--- config.mk ---
export PLATFORM = sky130hd
export DESIGN_NAME = operating_mode_wake_controller
export DESIGN_NICKNAME = d
export VERILOG_FILES = /design/src/inc/opmode_pkg.sv /design/src/operating_mode_wake_controller.sv
export VERILOG_INCLUDE_DIRS = /design/src /design/src/inc
export SDC_FILE = /design/constraint.sdc
export NUM_CORES = 1
export LEC_CHECK = 0
export BUFFER_PORTS_ARGS = -buffer_cell sky130_fd_sc_hd__buf_2
export CAP_MARGIN = 20
export CORE_ASPECT_RATIO = 1.2
export CORE_MARGIN = 1
export CORE_UTILIZATION = 55
export CTS_BUF_LIST = sky130_fd_sc_hd__clkbuf_2
export DETAILED_ROUTE_END_ITERATION = 10
export PLACE_DENSITY = 0.92
export RECOVER_POWER = 50
export SETUP_SLACK_MARGIN = 0.4
export SLEW_MARGIN = 15
export SYNTH_ARGS = -nofsm -noshare
export SYNTH_HDL_FRONTEND = slang
export SYNTH_SLANG_ARGS = --single-unit
--- constraint.sdc ---
create_clock -name pclk -period 7 [get_ports pclk]
set_input_delay 1.05 -clock pclk [delete_from_list [all_inputs] [get_ports pclk]]
set_output_delay 1.05 -clock pclk [all_outputs]
set_load 0.01 [all_outputs]
--- src/inc/opmode_consts.svh ---
// Offsets, field positions, reset values and counts of the mode controller
`ifndef OPMODE_CONSTS_SVH
`define OPMODE_CONSTS_SVH

// Register indexes; byte address is four times the index
`define PWR_CTRL_IDX      8'h87
`define P1_WAKE_IDX       8'h91
`define MODE_CFG_IDX      8'hA0
`define MODE_STAT_IDX     8'hA1
`define ADDR_OF(idx)      {22'h000000, idx, 2'h0}

// Power control fields
`define PWR_IDLE_BIT      0
`define PWR_STOP_BIT      1

// Mode configuration fields
`define CFG_XTAL_BIT      0
`define CFG_WDT_ON_BIT    1
`define CFG_ANALOG_BIT    2

// Mode status fields
`define STAT_MODE_LSB     0
`define STAT_WAKE_P0_BIT  4
`define STAT_WAKE_P1_BIT  5

// Reset values
`define P1_WAKE_RESET     8'h00
`define MODE_CFG_RESET    3'h0

// Warm-up counts in oscillator clocks
`define WARM_XTAL_TICKS   13'h0800
`define WARM_FRC_TICKS    13'h0040
`define WARM_SLOW_TICKS   13'h0005

`endif

--- src/inc/opmode_pkg.sv ---
// Types shared by the operating mode and wake-up controller
package opmode_pkg;

	// Operating and warm-up states
	typedef enum logic [2:0] {
		MODE_NORMAL    = 3'b000,
		MODE_IDLE      = 3'b001,
		MODE_STOP      = 3'b010,
		MODE_WARM_HIGH = 3'b011,
		MODE_WARM_SLOW = 3'b100
	} mode_t;

	// Clock and function gates driven to the rest of the chip
	typedef struct packed {
		logic cpu_run;
		logic high_osc_run;
		logic slow_rc_run;
		logic periph_en;
		logic analog_en;
		logic irq_en;
	} clk_gate_t;

	// Port pins sampled for wake-up
	typedef struct packed {
		logic [7:0] port0;
		logic [7:0] port1;
	} wake_pins_t;

	// Whole state of the controller
	typedef struct packed {
		mode_t      mode;
		logic       idle_bit;
		logic       stop_bit;
		logic [7:0] p1_wake_en;
		logic       xtal_sel;
		logic       wdt_always;
		logic       analog_req;
		logic [1:0] wake_flag;
		logic [12:0] cnt;
		wake_pins_t pin_s1;
		wake_pins_t pin_s2;
		wake_pins_t pin_prev;
		logic [2:0] hosc;
		logic [2:0] lrc;
		clk_gate_t  gates;
		logic [1:0] wake_irq;
		logic       pready;
		logic [31:0] prdata;
		logic       pslverr;
	} state_t;

endpackage : opmode_pkg

--- src/operating_mode_wake_controller.sv ---
// Operating mode, wake-up and oscillator warm-up controller with APB access
//
// Decided for this implementation: the APB register port.
`timescale 1ns/1ps
`default_nettype none
`include "opmode_consts.svh"

// What this block does
// - Three modes: normal, idle, stop
// - After reset start in normal mode
// - Normal: CPU runs, both oscillators run
// - Writing stop bit enters stop mode
// - Stop bit clears itself after stop wake
// - Writing idle bit enters idle mode
// - Idle bit clears itself after idle wake
// - Stop halts oscillators; slow RC per watchdog
// - Stop disables functions except comparator, op-amp
// - Stop keeps all registers and state
// - Idle halts CPU, system clock keeps running
// - Stop left only by port change, reset
// - Idle left by port change or interrupt
// - Port 0 pins always wake
// - Port 1 pins wake only when enabled
// - Rising or falling change both wake
// - Every wake returns to normal mode
// - Wake sets matching interrupt request flag
// - Crystal wake: 2048 high plus 5 slow
// - Fast RC wake: 64 high plus 5 slow
// - Power control: idle bit0, stop bit1
// - Interrupt enabled needs source and global enable
module operating_mode_wake_controller (
	// APB slave
	input  wire logic                   pclk,
	input  wire logic                   presetn,
	input  wire logic                   psel,
	input  wire logic                   penable,
	input  wire logic                   pwrite,
	input  wire logic [31:0]            paddr,
	input  wire logic [31:0]            pwdata,
	output logic                        pready,
	output logic [31:0]                 prdata,
	output logic                        pslverr,
	// Port pins and oscillator toggles, asynchronous
	input  wire opmode_pkg::wake_pins_t pins,
	input  wire logic                   high_osc_toggle,
	input  wire logic                   slow_rc_toggle,
	// Interrupt controller, same clock
	input  wire logic [15:0]            irq_request,
	input  wire logic [15:0]            irq_source_enable,
	input  wire logic                   global_irq_enable,
	// Gates and wake requests
	output opmode_pkg::clk_gate_t       gates,
	output logic [2:0]                  mode_now,
	output logic                        wake_irq_port0,
	output logic                        wake_irq_port1
);
	import opmode_pkg::*;

	// ********************************************************
	// Functions
	// ********************************************************

	// Gate settings per mode; warm-up keeps the CPU held
	function automatic clk_gate_t gates_for(input mode_t m,
		input logic wdt_on, input logic analog);
		clk_gate_t g;
		g = '0;
		unique case (m)
			MODE_NORMAL: begin
				g = '1;
			end
			MODE_IDLE: begin
				g = '1;
				g.cpu_run = 1'b0;
			end
			MODE_STOP: begin
				g.slow_rc_run = wdt_on;
				g.analog_en   = analog;
			end
			MODE_WARM_HIGH: begin
				g.high_osc_run = 1'b1;
				g.slow_rc_run  = 1'b1;
				g.analog_en    = analog;
			end
			MODE_WARM_SLOW: begin
				g.high_osc_run = 1'b1;
				g.slow_rc_run  = 1'b1;
				g.analog_en    = analog;
			end
			default: begin
				g = '0;
			end
		endcase
		return g;
	endfunction : gates_for

	// Last tick of a warm-up phase
	function automatic logic last_tick(input logic [12:0] cnt,
		input logic [12:0] ticks);
		return (13'(cnt + 13'h0001) == ticks);
	endfunction : last_tick

	// ********************************************************
	// State and decode
	// ********************************************************

	state_t      s;
	state_t      next_s;
	logic        p0_change;
	logic        p1_change;
	logic        irq_wake;
	logic        high_tick;
	logic        slow_tick;
	logic [12:0] high_ticks;
	logic        wr_acc;
	logic [7:0]  idx;
	logic        idx_ok;

	// Pin changes compare the second sync stage with its history
	// A pin pulse shorter than one pclk period may be missed
	assign p0_change = |(s.pin_s2.port0 ^ s.pin_prev.port0);
	assign p1_change = |((s.pin_s2.port1 ^ s.pin_prev.port1)
		& s.p1_wake_en);
	assign irq_wake  = global_irq_enable
		& |(irq_request & irq_source_enable);
	// Each toggle of an oscillator line is one of its clocks
	assign high_tick = s.hosc[1] ^ s.hosc[0];
	assign slow_tick = s.lrc[1] ^ s.lrc[0];
	assign high_ticks = s.xtal_sel ? `WARM_XTAL_TICKS
		: `WARM_FRC_TICKS;
	// Write lands at the edge where the access completes
	assign wr_acc = psel & penable & s.pready & pwrite;
	assign idx    = paddr[9:2];
	assign idx_ok = (paddr[31:10] == 22'h000000)
		& (paddr[1:0] == 2'h0)
		& (idx == `PWR_CTRL_IDX | idx == `P1_WAKE_IDX
		| idx == `MODE_CFG_IDX | idx == `MODE_STAT_IDX);

	// ********************************************************
	// Next state
	// ********************************************************

	// Registers are only changed by bus writes and the mode machine,
	// so stop mode leaves every setting untouched
	always_comb begin
		next_s = s;
		next_s.pin_s1   = pins;
		next_s.pin_s2   = s.pin_s1;
		next_s.pin_prev = s.pin_s2;
		next_s.hosc     = {high_osc_toggle, s.hosc[2], s.hosc[1]};
		next_s.lrc      = {slow_rc_toggle, s.lrc[2], s.lrc[1]};
		next_s.wake_irq = 2'h0;

		// Bus writes
		if (wr_acc && idx_ok) begin
			unique case (idx)
				`PWR_CTRL_IDX: begin
					// Both bits at once favours the deeper mode
					next_s.stop_bit = pwdata[`PWR_STOP_BIT];
					next_s.idle_bit = pwdata[`PWR_IDLE_BIT]
						& ~pwdata[`PWR_STOP_BIT];
				end
				`P1_WAKE_IDX: begin
					next_s.p1_wake_en = pwdata[7:0];
				end
				`MODE_CFG_IDX: begin
					next_s.xtal_sel   = pwdata[`CFG_XTAL_BIT];
					next_s.wdt_always = pwdata[`CFG_WDT_ON_BIT];
					next_s.analog_req = pwdata[`CFG_ANALOG_BIT];
				end
				`MODE_STAT_IDX: begin
					next_s.wake_flag = s.wake_flag
						& ~pwdata[`STAT_WAKE_P1_BIT:`STAT_WAKE_P0_BIT];
				end
				default: begin
					next_s.wake_flag = s.wake_flag;
				end
			endcase
		end

		// Mode machine
		// The counter restarts in each warm phase; 13 bits hold 2048
		unique case (s.mode)
			MODE_NORMAL: begin
				next_s.cnt = 13'h0000;
				if (s.stop_bit) begin
					next_s.mode = MODE_STOP;
				end else if (s.idle_bit) begin
					next_s.mode = MODE_IDLE;
				end
			end
			MODE_IDLE: begin
				if (p0_change || p1_change || irq_wake) begin
					next_s.mode     = MODE_NORMAL;
					next_s.idle_bit = 1'b0;
					next_s.wake_irq = {p1_change, p0_change};
				end
			end
			MODE_STOP: begin
				// Interrupts are dead here, only pins may wake
				if (p0_change || p1_change) begin
					next_s.mode     = MODE_WARM_HIGH;
					next_s.cnt      = 13'h0000;
					next_s.wake_irq = {p1_change, p0_change};
				end
			end
			MODE_WARM_HIGH: begin
				if (high_tick) begin
					next_s.cnt = 13'(s.cnt + 13'h0001);
					if (last_tick(s.cnt, high_ticks)) begin
						next_s.mode = MODE_WARM_SLOW;
						next_s.cnt  = 13'h0000;
					end
				end
			end
			MODE_WARM_SLOW: begin
				if (slow_tick) begin
					next_s.cnt = 13'(s.cnt + 13'h0001);
					if (last_tick(s.cnt, `WARM_SLOW_TICKS)) begin
						next_s.mode     = MODE_NORMAL;
						next_s.stop_bit = 1'b0;
						next_s.idle_bit = 1'b0;
						next_s.cnt      = 13'h0000;
					end
				end
			end
			default: begin
				next_s.mode = MODE_NORMAL;
			end
		endcase

		// Sticky wake flags: a new wake beats a clear in the same cycle
		next_s.wake_flag = next_s.wake_flag | next_s.wake_irq;
		next_s.gates = gates_for(next_s.mode, next_s.wdt_always,
			next_s.analog_req);

		// APB answer one cycle into the access phase
		// Unmapped or unaligned offsets answer an error and write nothing
		next_s.pready  = psel & penable & ~s.pready;
		next_s.pslverr = psel & penable & ~s.pready & ~idx_ok;
		next_s.prdata  = 32'h00000000;
		if (psel && penable && !s.pready && !pwrite && idx_ok) begin
			unique case (idx)
				`PWR_CTRL_IDX: begin
					next_s.prdata[1:0] = {s.stop_bit, s.idle_bit};
				end
				`P1_WAKE_IDX: begin
					next_s.prdata[7:0] = s.p1_wake_en;
				end
				`MODE_CFG_IDX: begin
					next_s.prdata[2:0] = {s.analog_req, s.wdt_always,
						s.xtal_sel};
				end
				`MODE_STAT_IDX: begin
					next_s.prdata[2:0] = s.mode;
					next_s.prdata[5:4] = s.wake_flag;
				end
				default: begin
					next_s.prdata = 32'h00000000;
				end
			endcase
		end
	end

	// ********************************************************
	// State register
	// ********************************************************

	// Reset releases straight into normal mode with all gates open
	always_ff @(posedge pclk or negedge presetn) begin
		if (!presetn) begin
			s            <= '0;
			s.mode       <= MODE_NORMAL;
			s.p1_wake_en <= `P1_WAKE_RESET;
			s.gates      <= '1;
		end else begin
			s <= next_s;
		end
	end

	// Outputs, all straight from the state register
	assign pready         = s.pready;
	assign prdata         = s.prdata;
	assign pslverr        = s.pslverr;
	assign gates          = s.gates;
	assign mode_now       = s.mode;
	assign wake_irq_port0 = s.wake_irq[0];
	assign wake_irq_port1 = s.wake_irq[1];
endmodule : operating_mode_wake_controller
`default_nettype wire

==> results of run 1 <==
==> synth_stat cells, types with 3 or more instances <==
library cell  instances
a21oi_1               8
a22o_1                9
a22oi_1              12
a31oi_1               3
and2_1                5
and3_1                6
buf_2                 4
buf_4                41
buf_6                 4
clkbuf_1              6
dfrtp_1              97
dfstp_2               5
inv_1                14
mux2_2               11
mux2i_1               3
nand2_1              17
nand3_1              14
nand3b_1              4
nand4_1               4
nor2_1               25
nor3_1               12
nor4_1                9
nor4bb_1              3
o211ai_1              4
o21ai_0              17
xor2_1               20
==> power groups by stage <==
stage / Combinational (mW) / Sequential (mW) / Clock (mW)
final: 0.0685 / 0.625 / 0.275
after global routing: 0.0770 / 0.628 / 0.313
after CTS: 0.0695 / 0.625 / 0.285
after detailed placement: 0.0692 / 0.635 / 0
after global placement: 0.0658 / 0.632 / 0
after floorplan: 0.0358 / 0.631 / 0
==> path summary, 6_finish.rpt <==
path	to	slack [ns]	depth (start not counted)
max in group pclk	s[116]	4.14	6
worst min-delay path	next_s[49]	0.36	0
worst max-delay path	gates[5]	3.96	2
worst min register to register	next_s[49]	0.36	0
min in group asynchronous	next_s[67]	1.29	1
worst max register to register	s[102]	4.15	8
==> cell families (layout without fill, tap and decap cells) <==
group | after synthesis | in the layout | share of synthesized area
adder cells (fa/ha/maj) | 2 | 2 | 0.005435
other | 1 | 24 | 0.0008147
XOR/XNOR | 22 | 22 | 0.04186
flip-flops | 102 | 102 | 0.5559
multiplexers | 14 | 14 | 0.03343
buffers and inverters | 71 | 148 | 0.09948
AO/OA/AOI/OAI | 81 | 81 | 0.1335
AND/OR/NAND/NOR | 111 | 111 | 0.1297
==> per-stage QoR <==
step	std cells	cell area (um^2)	hold WS, ns	setup WS, ns	util
after floorplan	427	4690	0.3312	4.121	-
after global routing	599	5134	0.3628	3.447	0.6332
after CTS	599	5137	0.3475	4.159	0.6336
after global placement	583	5001	0.3323	3.634	0.6168
final	599	5134	0.3587	3.964	0.6332
after detailed placement	583	5001	0.3347	3.557	0.6168
==> layout make-up <==
type | instances | area [um^2] | share of cell area
clock buffer | 9 | 45.04 | 0.008774
clock inverter | 7 | 91.34 | 0.01779
inverter | 14 | 52.55 | 0.01024
multi-input combinational | 254 | 1673 | 0.3259
sequential | 102 | 2559 | 0.4984
tap | 95 | 118.9 | 0.02315
timing repair buffer | 118 | 594.3 | 0.1158
==> layout by cell type, fill, tap and decap left out, types with 3 or more instances in the layout <==
cell | synthesis | layout
conb_1 | 1 | 24
a21oi_1 | 8 | 8
clkinv_8 | 0 | 4
dfstp_2 | 5 | 5
o211ai_1 | 4 | 4
nand3b_1 | 4 | 4
nor4_1 | 9 | 9
nand2_1 | 17 | 17
a22oi_1 | 12 | 12
a31oi_1 | 3 | 3
inv_1 | 14 | 14
buf_2 | 4 | 115
mux2i_1 | 3 | 3
nand3_1 | 14 | 14
clkbuf_2 | 2 | 9
a22o_1 | 9 | 9
dfrtp_1 | 97 | 97
mux2_2 | 11 | 11
o21ai_0 | 17 | 17
clkinv_4 | 0 | 3
xor2_1 | 20 | 20
nor4bb_1 | 3 | 3
nor3_1 | 12 | 12
nand4_1 | 4 | 4
and2_1 | 5 | 3
nor2_1 | 25 | 25
and3_1 | 6 | 6
==> flip-flops by register name, summed over array words and instances (netlist names) <==
signal          count
s                  46
mode_now            3
wake_irq_port1      1
gates               5
wake_irq_port0      1
next_s             36
prdata              8
pready              1
pslverr             1
==> layer usage <==
layer  track usage  part of all wire  vias up
met5             0                 0        -
met4       0.09872             0.034        0
met3       0.03958             0.046       29
met2        0.3274              0.51      130
met1        0.2716              0.41     1594
li1              -                 -     1576
==> run_results.csv, run 1 <==
group,metric,value,unit
setup_path,path_class,"primary input to async pin",
pwr,ir_worst_vdd,0.1499,mV
floorplan,die_y,102.2,um
setup_path,critical_path_arrival,3.74,ns
setup_path,cp-end-kind,"async pin",
setup_path,critPathBufInv,2,
detailed_routing,drt_iter0_drc,237,
sta,clock.fmax,329.4,MHz
pwr,p_sw_frac,0.2695,
hold_path,hp-start,"next_s[65]",
hold_path,min_path_type,"register to register",
clock_tree,worstSkewPairLatency,0.58,ns
sta,skew,0.03414,ns
setup_path,max_stage_delay,1.90,ns
floorplan,initial_utilization,0.5677,
setup_path,critPathMaxFanout,56,
grt,antenna_found_initial,0,
placement,port_buffers,116,
synth,ys_ff_latch,102,
clock_tree,postCtsHoldBufs,0,
synth,synth_area_per_cell,11.39,um^2
sta,drv_slew,57,
grt,grt_pass1_vias,3088,
synth,yosysSeqAreaShare,0.5559,
pwr,p_comb_frac,0.071,
finish,drive_gt1_frac,0.3135,
sta,slew_headroom,-0.8178,
grt,grt-ovfl-total,0,
detailed_routing,dr_total_vias,3329,
floorplan,row_count,36,
sta,rsz0062_at_grt,"false",
synth,netlist_area,4603,um^2
sta,layout_min_cycle_time,3.036,ns
setup_path,critical_path_required,7.70,ns
synth,synth.top_cell.area_share,0.5273,
setup_path,crit_chain,"clkbuf_1, buf_4",
grt,grt_pass1_wl,14060,um
detailed_routing,drc,0,
outcome,status,"complete, but fails checks",
pwr,finalPower,968.5,uW
synth,ys_types,62,
synth,async_flop_share,1.000,
synth,netlist_instances,404,
placement,place_hpwl,6637,um
detailed_routing,wl,8833,um
setup_path,crit_start,"presetn",
finish,fillCellCount,637,
setup_path,critPathLaunchType,"primary input",
synth,yosysWarnings,0,
pwr,p_switching,261.0,uW
setup_path,timing.rr.start,"s[96]",
synth,synth_edf_count,0,
pwr,clockPowerShare,0.284,
clock_tree,h-tree-depth,3,
outcome,violations,"capacitance limit, slew limit",
synth,synth_area_leader_cell,"dfrtp_1",
setup_path,path_delay_family,"buffers and inverters",
clock_tree,post_cts_buffers,0,
floorplan,fp.dieW,85.52,um
synth,synth_area_leaders,"dfrtp_1 53%, buf_4 6.7%, xor2_1 3.8%",
grt,track_usage,0.2046,
synth,ys.flop_type,"dfrtp_1",
clock_tree,tritoncts,"done",
detailed_routing,postRouteAntennaNets,0,
flow_run,cap_violations,1,
sta,fin_tns_setup,0,ns
setup_path,crit_slowest_cell,"clkbuf_1",
pwr,seq_power_share,0.645,
sta,tightest_slew,2.727,ns
detailed_routing,vias_per_cell,5.558,
clock_tree,numCtsBuffers,9,
pwr,powerDensity,188.7,nW/um^2
sta,finalHoldViolations,0,
detailed_routing,dr.pass1.iters,4,
sta,setup_viol,0,
clock_tree,cts-root-buf,"clkbuf_2",
pwr,p_leak,2.456,nW
clock_tree,cts_sinks,102,
finish,antennaDiodeCount,0,
finish,syn2layout_area_growth,11.52,%
pwr,internal_power,707.5,uW
floorplan,core,8108,um^2
clock_tree,cts_buffer_depth,2,
sta,fin_crit_sh,0.4337,
floorplan,ios,165,
grt,grt_max_degree,57,
detailed_routing,wl_per_cell,14.75,um
finish,nNetsFinal,621,
clock_tree,ctsResizeCount,0,
placement,place_congestion,0.8565,
floorplan,dieArea,8741,um^2
clock_tree,clkTransAtPathRegs,0.30,ns
(Power assumes the default switching activity.)
==> inputs of run 2 (changes only) <==
--- a/config.mk
+++ b/config.mk
@@ -10,10 +10,10 @@
 export CAP_MARGIN = 20
 export CORE_ASPECT_RATIO = 1.2
 export CORE_MARGIN = 1
-export CORE_UTILIZATION = 55
+export CORE_UTILIZATION = 51
 export CTS_BUF_LIST = sky130_fd_sc_hd__clkbuf_2
 export DETAILED_ROUTE_END_ITERATION = 10
-export PLACE_DENSITY = 0.92
+export PLACE_DENSITY = 0.87
 export RECOVER_POWER = 50
 export SETUP_SLACK_MARGIN = 0.4
 export SLEW_MARGIN = 15
==> constraint.sdc (replaced) <==
create_clock -name pclk -period 3.1 [get_ports pclk]
set_input_delay 0.465 -clock pclk [delete_from_list [all_inputs] [get_ports pclk]]
set_output_delay 0.465 -clock pclk [all_outputs]
set_load 0.01 [all_outputs]
==> run_results.csv, run 2 (synthesis gave the netlist of run 1 again) <==
group,metric,value,unit
sta,clock.fmax,384.4,MHz
clock_tree,tritoncts,"done",
floorplan,fp.dieW,88.73,um
sta,slew_headroom,-0.3898,
finish,fillCellCount,685,
setup_path,rrSetupSlack,0.50,ns
grt,grt_pass1_vias,3278,
setup_path,crit_start,"s[96]",
floorplan,row_count,37,
sta,worst_slack,0.4986,ns
sta,finalHoldViolations,0,
detailed_routing,postRouteAntennaNets,0,
setup_path,critPathLaunchType,"register",
placement,port_buffers,116,
detailed_routing,dr_total_vias,3351,
setup_path,critical_path_required,3.62,ns
clock_tree,cts-root-buf,"clkbuf_2",
sta,drv_slew,90,
clock_tree,worstSkewPairLatency,0.57,ns
detailed_routing,dr.pass1.iters,8,
outcome,violations,"capacitance limit, slew limit",
clock_tree,h-tree-depth,3,
setup_path,path_class,"register to register",
placement,place_congestion,0.8127,
sta,fin_crit_sh,0.8392,
pwr,p_leak,2.561,nW
floorplan,die_y,106.1,um
sta,hold_slack,0.08015,ns
finish,final_cell_mix,"115 x buf_2, 95 x dfrtp_1, 25 x nor2_1, 24 x conb_1, 20 x xor2_1",
setup_path,critical_path_arrival,3.12,ns
finish,utilization,0.6215,
finish,final_common_cell,"buf_2",
grt,grt-ovfl-total,0,
setup_path,timing.rr.start,"s[96]",
outcome,status,"complete, but fails checks",
detailed_routing,drc,0,
clock_tree,cts_buffer_depth,2,
floorplan,initial_utilization,0.5317,
sta,layout_min_cycle_time,2.601,ns
grt,grt_pass1_wl,14670,um
finish,nNetsFinal,645,
pwr,powerDensity,407.5,nW/um^2
clock_tree,clkTransAtPathRegs,0.31,ns
sta,fin_tns_setup,0,ns
sta,tightest_slew,2.085,ns
placement,dp_slack,0.2810,ns
grt,track_usage,0.2017,
grt,grt_max_degree,90,
sta,setup_viol,0,
finish,regMostFlops,"s",
sta,skew,0.04045,ns
detailed_routing,wl_per_cell,13.92,um
finish,finalInstanceArea,5380,um^2
setup_path,critPathMaxFanout,11,
detailed_routing,vias_per_cell,5.187,
placement,place_hpwl,6454,um
hold_path,hp-start,"pwdata[3]",
grt,antenna_found_initial,1,
hold_path,min_path_type,"primary input to register",
setup_path,cp-end-kind,"register",
detailed_routing,drt_iter0_drc,266,
floorplan,dieArea,9411,um^2
floorplan,core,8657,um^2
floorplan,ios,165,
finish,syn2layout_area_growth,16.88,%
finish,largest_register_ffs,46,
sta,rsz0062_at_grt,"false",
pwr,ir_worst_vdd,0.4675,mV
detailed_routing,wl,8994,um
flow_run,cap_violations,1,
placement,dpl-instance-area,5036,um^2
clock_tree,numCtsBuffers,9,
clock_tree,cts_sinks,102,
finish,drive_gt1_frac,0.3163,
[run 2: cell type report]
cell class                      count  area [um^2]  area share
Multi-Input combinational cell    254         1675      0.3114
Sequential cell                   102         2561      0.4760
Tap cell                          117        146.4     0.02721
Inverter                           14        52.55    0.009767
Clock inverter                      7        73.82     0.01372
Timing Repair Buffer              142        823.3      0.1530
Antenna cell                        1        2.502   0.0004651
Clock buffer                        9        45.04    0.008372
[run 2: power breakdown]
| part | internal, mW | leakage (nW) | total (mW) | switching, mW |
|---|---|---|---|---|
| clock network | 0.134 | 0.0733 | 0.609 | 0.475 |
| logic | 0.0893 | 1.23 | 0.173 | 0.0836 |
| registers | 1.38 | 1.26 | 1.41 | 0.0261 |
| total | 1.61 | 2.56 | 2.19 | 0.584 |
[run 2: timing repair]
| action | CTS | global route |
|---|---|---|
| endpoints found under the setup margin | 7 | 7 |
| hold endpoints to repair | 18 | 83 |
| hold buffers | 18 | 1 |
| resized for setup | 2 | 1 |
| pin swaps | 1 | 0 |
| setup buffers | 4 | 0 |
[run 2: critical path: stages (launching register included)]
cell	delay [ns]
dfrtp_2	0.44
ha_1	0.26
nand3_2	0.18
or3_1	0.38
a2111o_1	0.43
a21oi_2	0.19
o221a_4	0.30
nor2b_2	0.12
a22o_1	0.24
[run 2: path summary, 6_finish.rpt]
path	end	depth (start not counted)
setup / recovery	s[104]	8
hold / removal	s[117]	3
setup reg to reg	s[104]	8
hold reg to reg	next_s[49]	0
max in group asynchronous	s[97]	2
min in group asynchronous	s[105]	2
[run 2: per-layer routing]
layer | part of all wire | vias to the layer above | wire length [um] | GRT usage
li1 | - | 1621 | - | -
met1 | 0.42 | 1583 | 3766 | 0.2636
met2 | 0.52 | 133 | 4670 | 0.3242
met3 | 0.044 | 14 | 399 | 0.03261
met4 | 0.017 | 0 | 157 | 0.09908
met5 | 0 | - | 0 | 0
[run 2: through the flow]
stage / cells / power, mW
final: 646 / 2.192
after detailed placement: 606 / 1.589
after CTS: 644 / 2.212
after floorplan: 427 / 1.506
after global placement: 606 / 1.577
after global routing: 646 / 2.304
==> inputs of run 3 (changes only) <==
==> constraint.sdc (replaced) <==
create_clock -name pclk -period 2.5 [get_ports pclk]
set_input_delay 0.375 -clock pclk [delete_from_list [all_inputs] [get_ports pclk]]
set_output_delay 0.375 -clock pclk [all_outputs]
set_load 0.01 [all_outputs]
==> run_results.csv, run 3 (synthesis gave the netlist of run 1 again) <==
group,metric,value,unit
outcome,status,"complete, but fails checks",
outcome,violations,"DRC",
sta,finalHoldViolations,0,
sta,worst_slack,0.04065,ns
sta,fin_tns_setup,0,ns
setup_path,cp.depth,11,
detailed_routing,wl_met3,757,um
finish,fillCellCount,614,
detailed_routing,wl_per_cell,16.02,um
detailed_routing,wl_met2,5764,um
clock_tree,cts_sinks,102,
sta,slew_headroom,0.2515,
floorplan,core,8657,um^2
floorplan,fp.dieW,88.73,um
clock_tree,h-tree-depth,3,
floorplan,ios,165,
placement,place_congestion,0.8284,
setup_path,crit_slowest_cell,"dfrtp_2",
sta,setup_viol,0,
grt,grt-ovfl-total,0,
sta,rsz0062_at_grt,"true",
setup_path,cp_common_cell,"buf_4",
setup_path,critPathBufInv,4,
flow_run,cap_violations,0,
pwr,ir_worst_vdd,0.4388,mV
grt,track_usage,0.2279,
finish,finalInstanceArea,5964,um^2
grt,antenna_found_initial,1,
finish,syn2layout_area_growth,29.57,%
finish,drive_gt1_frac,0.4094,
detailed_routing,wl,11090,um
clock_tree,cts-root-buf,"clkbuf_2",
clock_tree,worstSkewPairLatency,0.58,ns
grt,grt_pass1_vias,3650,
setup_path,critPathMaxFanout,6,
setup_path,cp-end-kind,"register",
clock_tree,tritoncts,"done",
finish,utilization,0.6890,
pwr,powerDensity,463.1,nW/um^2
hold_path,hold-path-cell-count,3,
setup_path,crit_chain,"ha_4, nand3_2, buf_4, nor2_2, nand3_2, a2111oi_4, buf_4, buf_4, buf_6, a41o_1, a22oi_2",
detailed_routing,wirelength_met1,4043,um
detailed_routing,drt_iter0_drc,453,
clock_tree,clkTransAtPathRegs,0.30,ns
setup_path,critical_path_required,2.99,ns
pwr,finalPower,2.762,mW
detailed_routing,dr_total_vias,3849,
sta,drv_slew,0,
pwr,p_leak,2.807,nW
finish,final_common_cell,"buf_2",
finish,nNetsFinal,691,
sta,layout_min_cycle_time,2.459,ns
sta,skew,0.04011,ns
placement,dpl-instance-area,5176,um^2
sta,fin_crit_sh,0.9837,
finish,largest_register_ffs,46,
detailed_routing,topRoutingLayerUsed,"met4",
setup_path,critPathLaunchType,"register",
hold_path,min_path_type,"primary input to register",
placement,dp.cells,618,
setup_path,path_delay_family,"compound AO/OA/AOI/OAI gates",
floorplan,initial_utilization,0.5317,
placement,dp_slack,-0.03793,ns
detailed_routing,postRouteAntennaNets,0,
floorplan,row_count,37,
floorplan,die_y,106.1,um
grt,grt_max_degree,50,
setup_path,reg2reg_depth,11,
setup_path,max_stage_delay,0.51,ns
detailed_routing,drc,1,
finish,final_cell_mix,"115 x buf_2, 88 x dfrtp_1, 39 x buf_4, 26 x dlygate4sd3_1, 24 x conb_1",
setup_path,path_class,"register to register",
detailed_routing,dr.pass1.iters,9,
finish,fin_cells,692,
setup_path,critical_path_arrival,2.95,ns
sta,tightest_slew,1.123,ns
finish,regMostFlops,"s",
detailed_routing,vias_per_cell,5.562,
sta,hold_slack,0.04646,ns
placement,place_hpwl,6716,um
sta,clock.fmax,406.6,MHz
clock_tree,cts_buffer_depth,2,
placement,port_buffers,116,
floorplan,dieArea,9411,um^2
clock_tree,numCtsBuffers,9,
grt,grt_pass1_wl,16460,um
[run 3: final cells by class]
cell class	count	area [um^2]	share of cell area
Clock inverter	7	91.34	0.01531
Inverter	14	52.55	0.008811
Multi-Input combinational cell	255	1856	0.3111
Sequential cell	102	2570	0.4309
Antenna cell	1	2.502	0.0004196
Clock buffer	9	45.04	0.007552
Timing Repair Buffer	187	1201	0.2014
Tap cell	117	146.4	0.02454
[run 3: final timing paths]
check                      slack (ns)       start         end
setup / recovery                 0.04       s[96]      s[123]
hold / removal                   0.05        psel      pready
setup reg to reg                 0.04       s[96]      s[123]
hold reg to reg                  0.38  next_s[43]  next_s[42]
max in group asynchronous        0.84     presetn  next_s[58]
min in group asynchronous        0.22     presetn      s[102]
[run 3: worst register-to-register path, cell delays in order (launching register included)]
cell,delay [ns]
dfrtp_2,0.51
ha_4,0.18
nand3_2,0.08
buf_4,0.18
nor2_2,0.13
nand3_2,0.13
a2111oi_4,0.45
buf_4,0.22
buf_4,0.12
buf_6,0.09
a41o_1,0.22
a22oi_2,0.07
[run 3: timing repair]
| item | 4_1_cts | 5_1_grt |
|---|---|---|
| gates resized for setup | 22 | 24 |
| cloned | 1 | 0 |
| endpoints found under the hold margin | 50 | 2 |
| setup buffers | 13 | 17 |
| pin swaps | 12 | 14 |
| hold buffers | 24 | 2 |
| endpoints found under the setup margin | 21 | 21 |
[run 3: routing by layer]
layer  track usage  vias up
met2        0.3703      223
met4        0.1394        0
met3       0.03804       63
met5             0        -
li1              -     1726
met1        0.2802     1837
[run 3: report_power, final]
part / leakage (nW) / internal, mW / switching, mW
Combinational: 1.48 / 0.122 / 0.114
Clock: 0.0777 / 0.175 / 0.600
Sequential: 1.25 / 1.72 / 0.0341
Total: 2.81 / 2.01 / 0.749
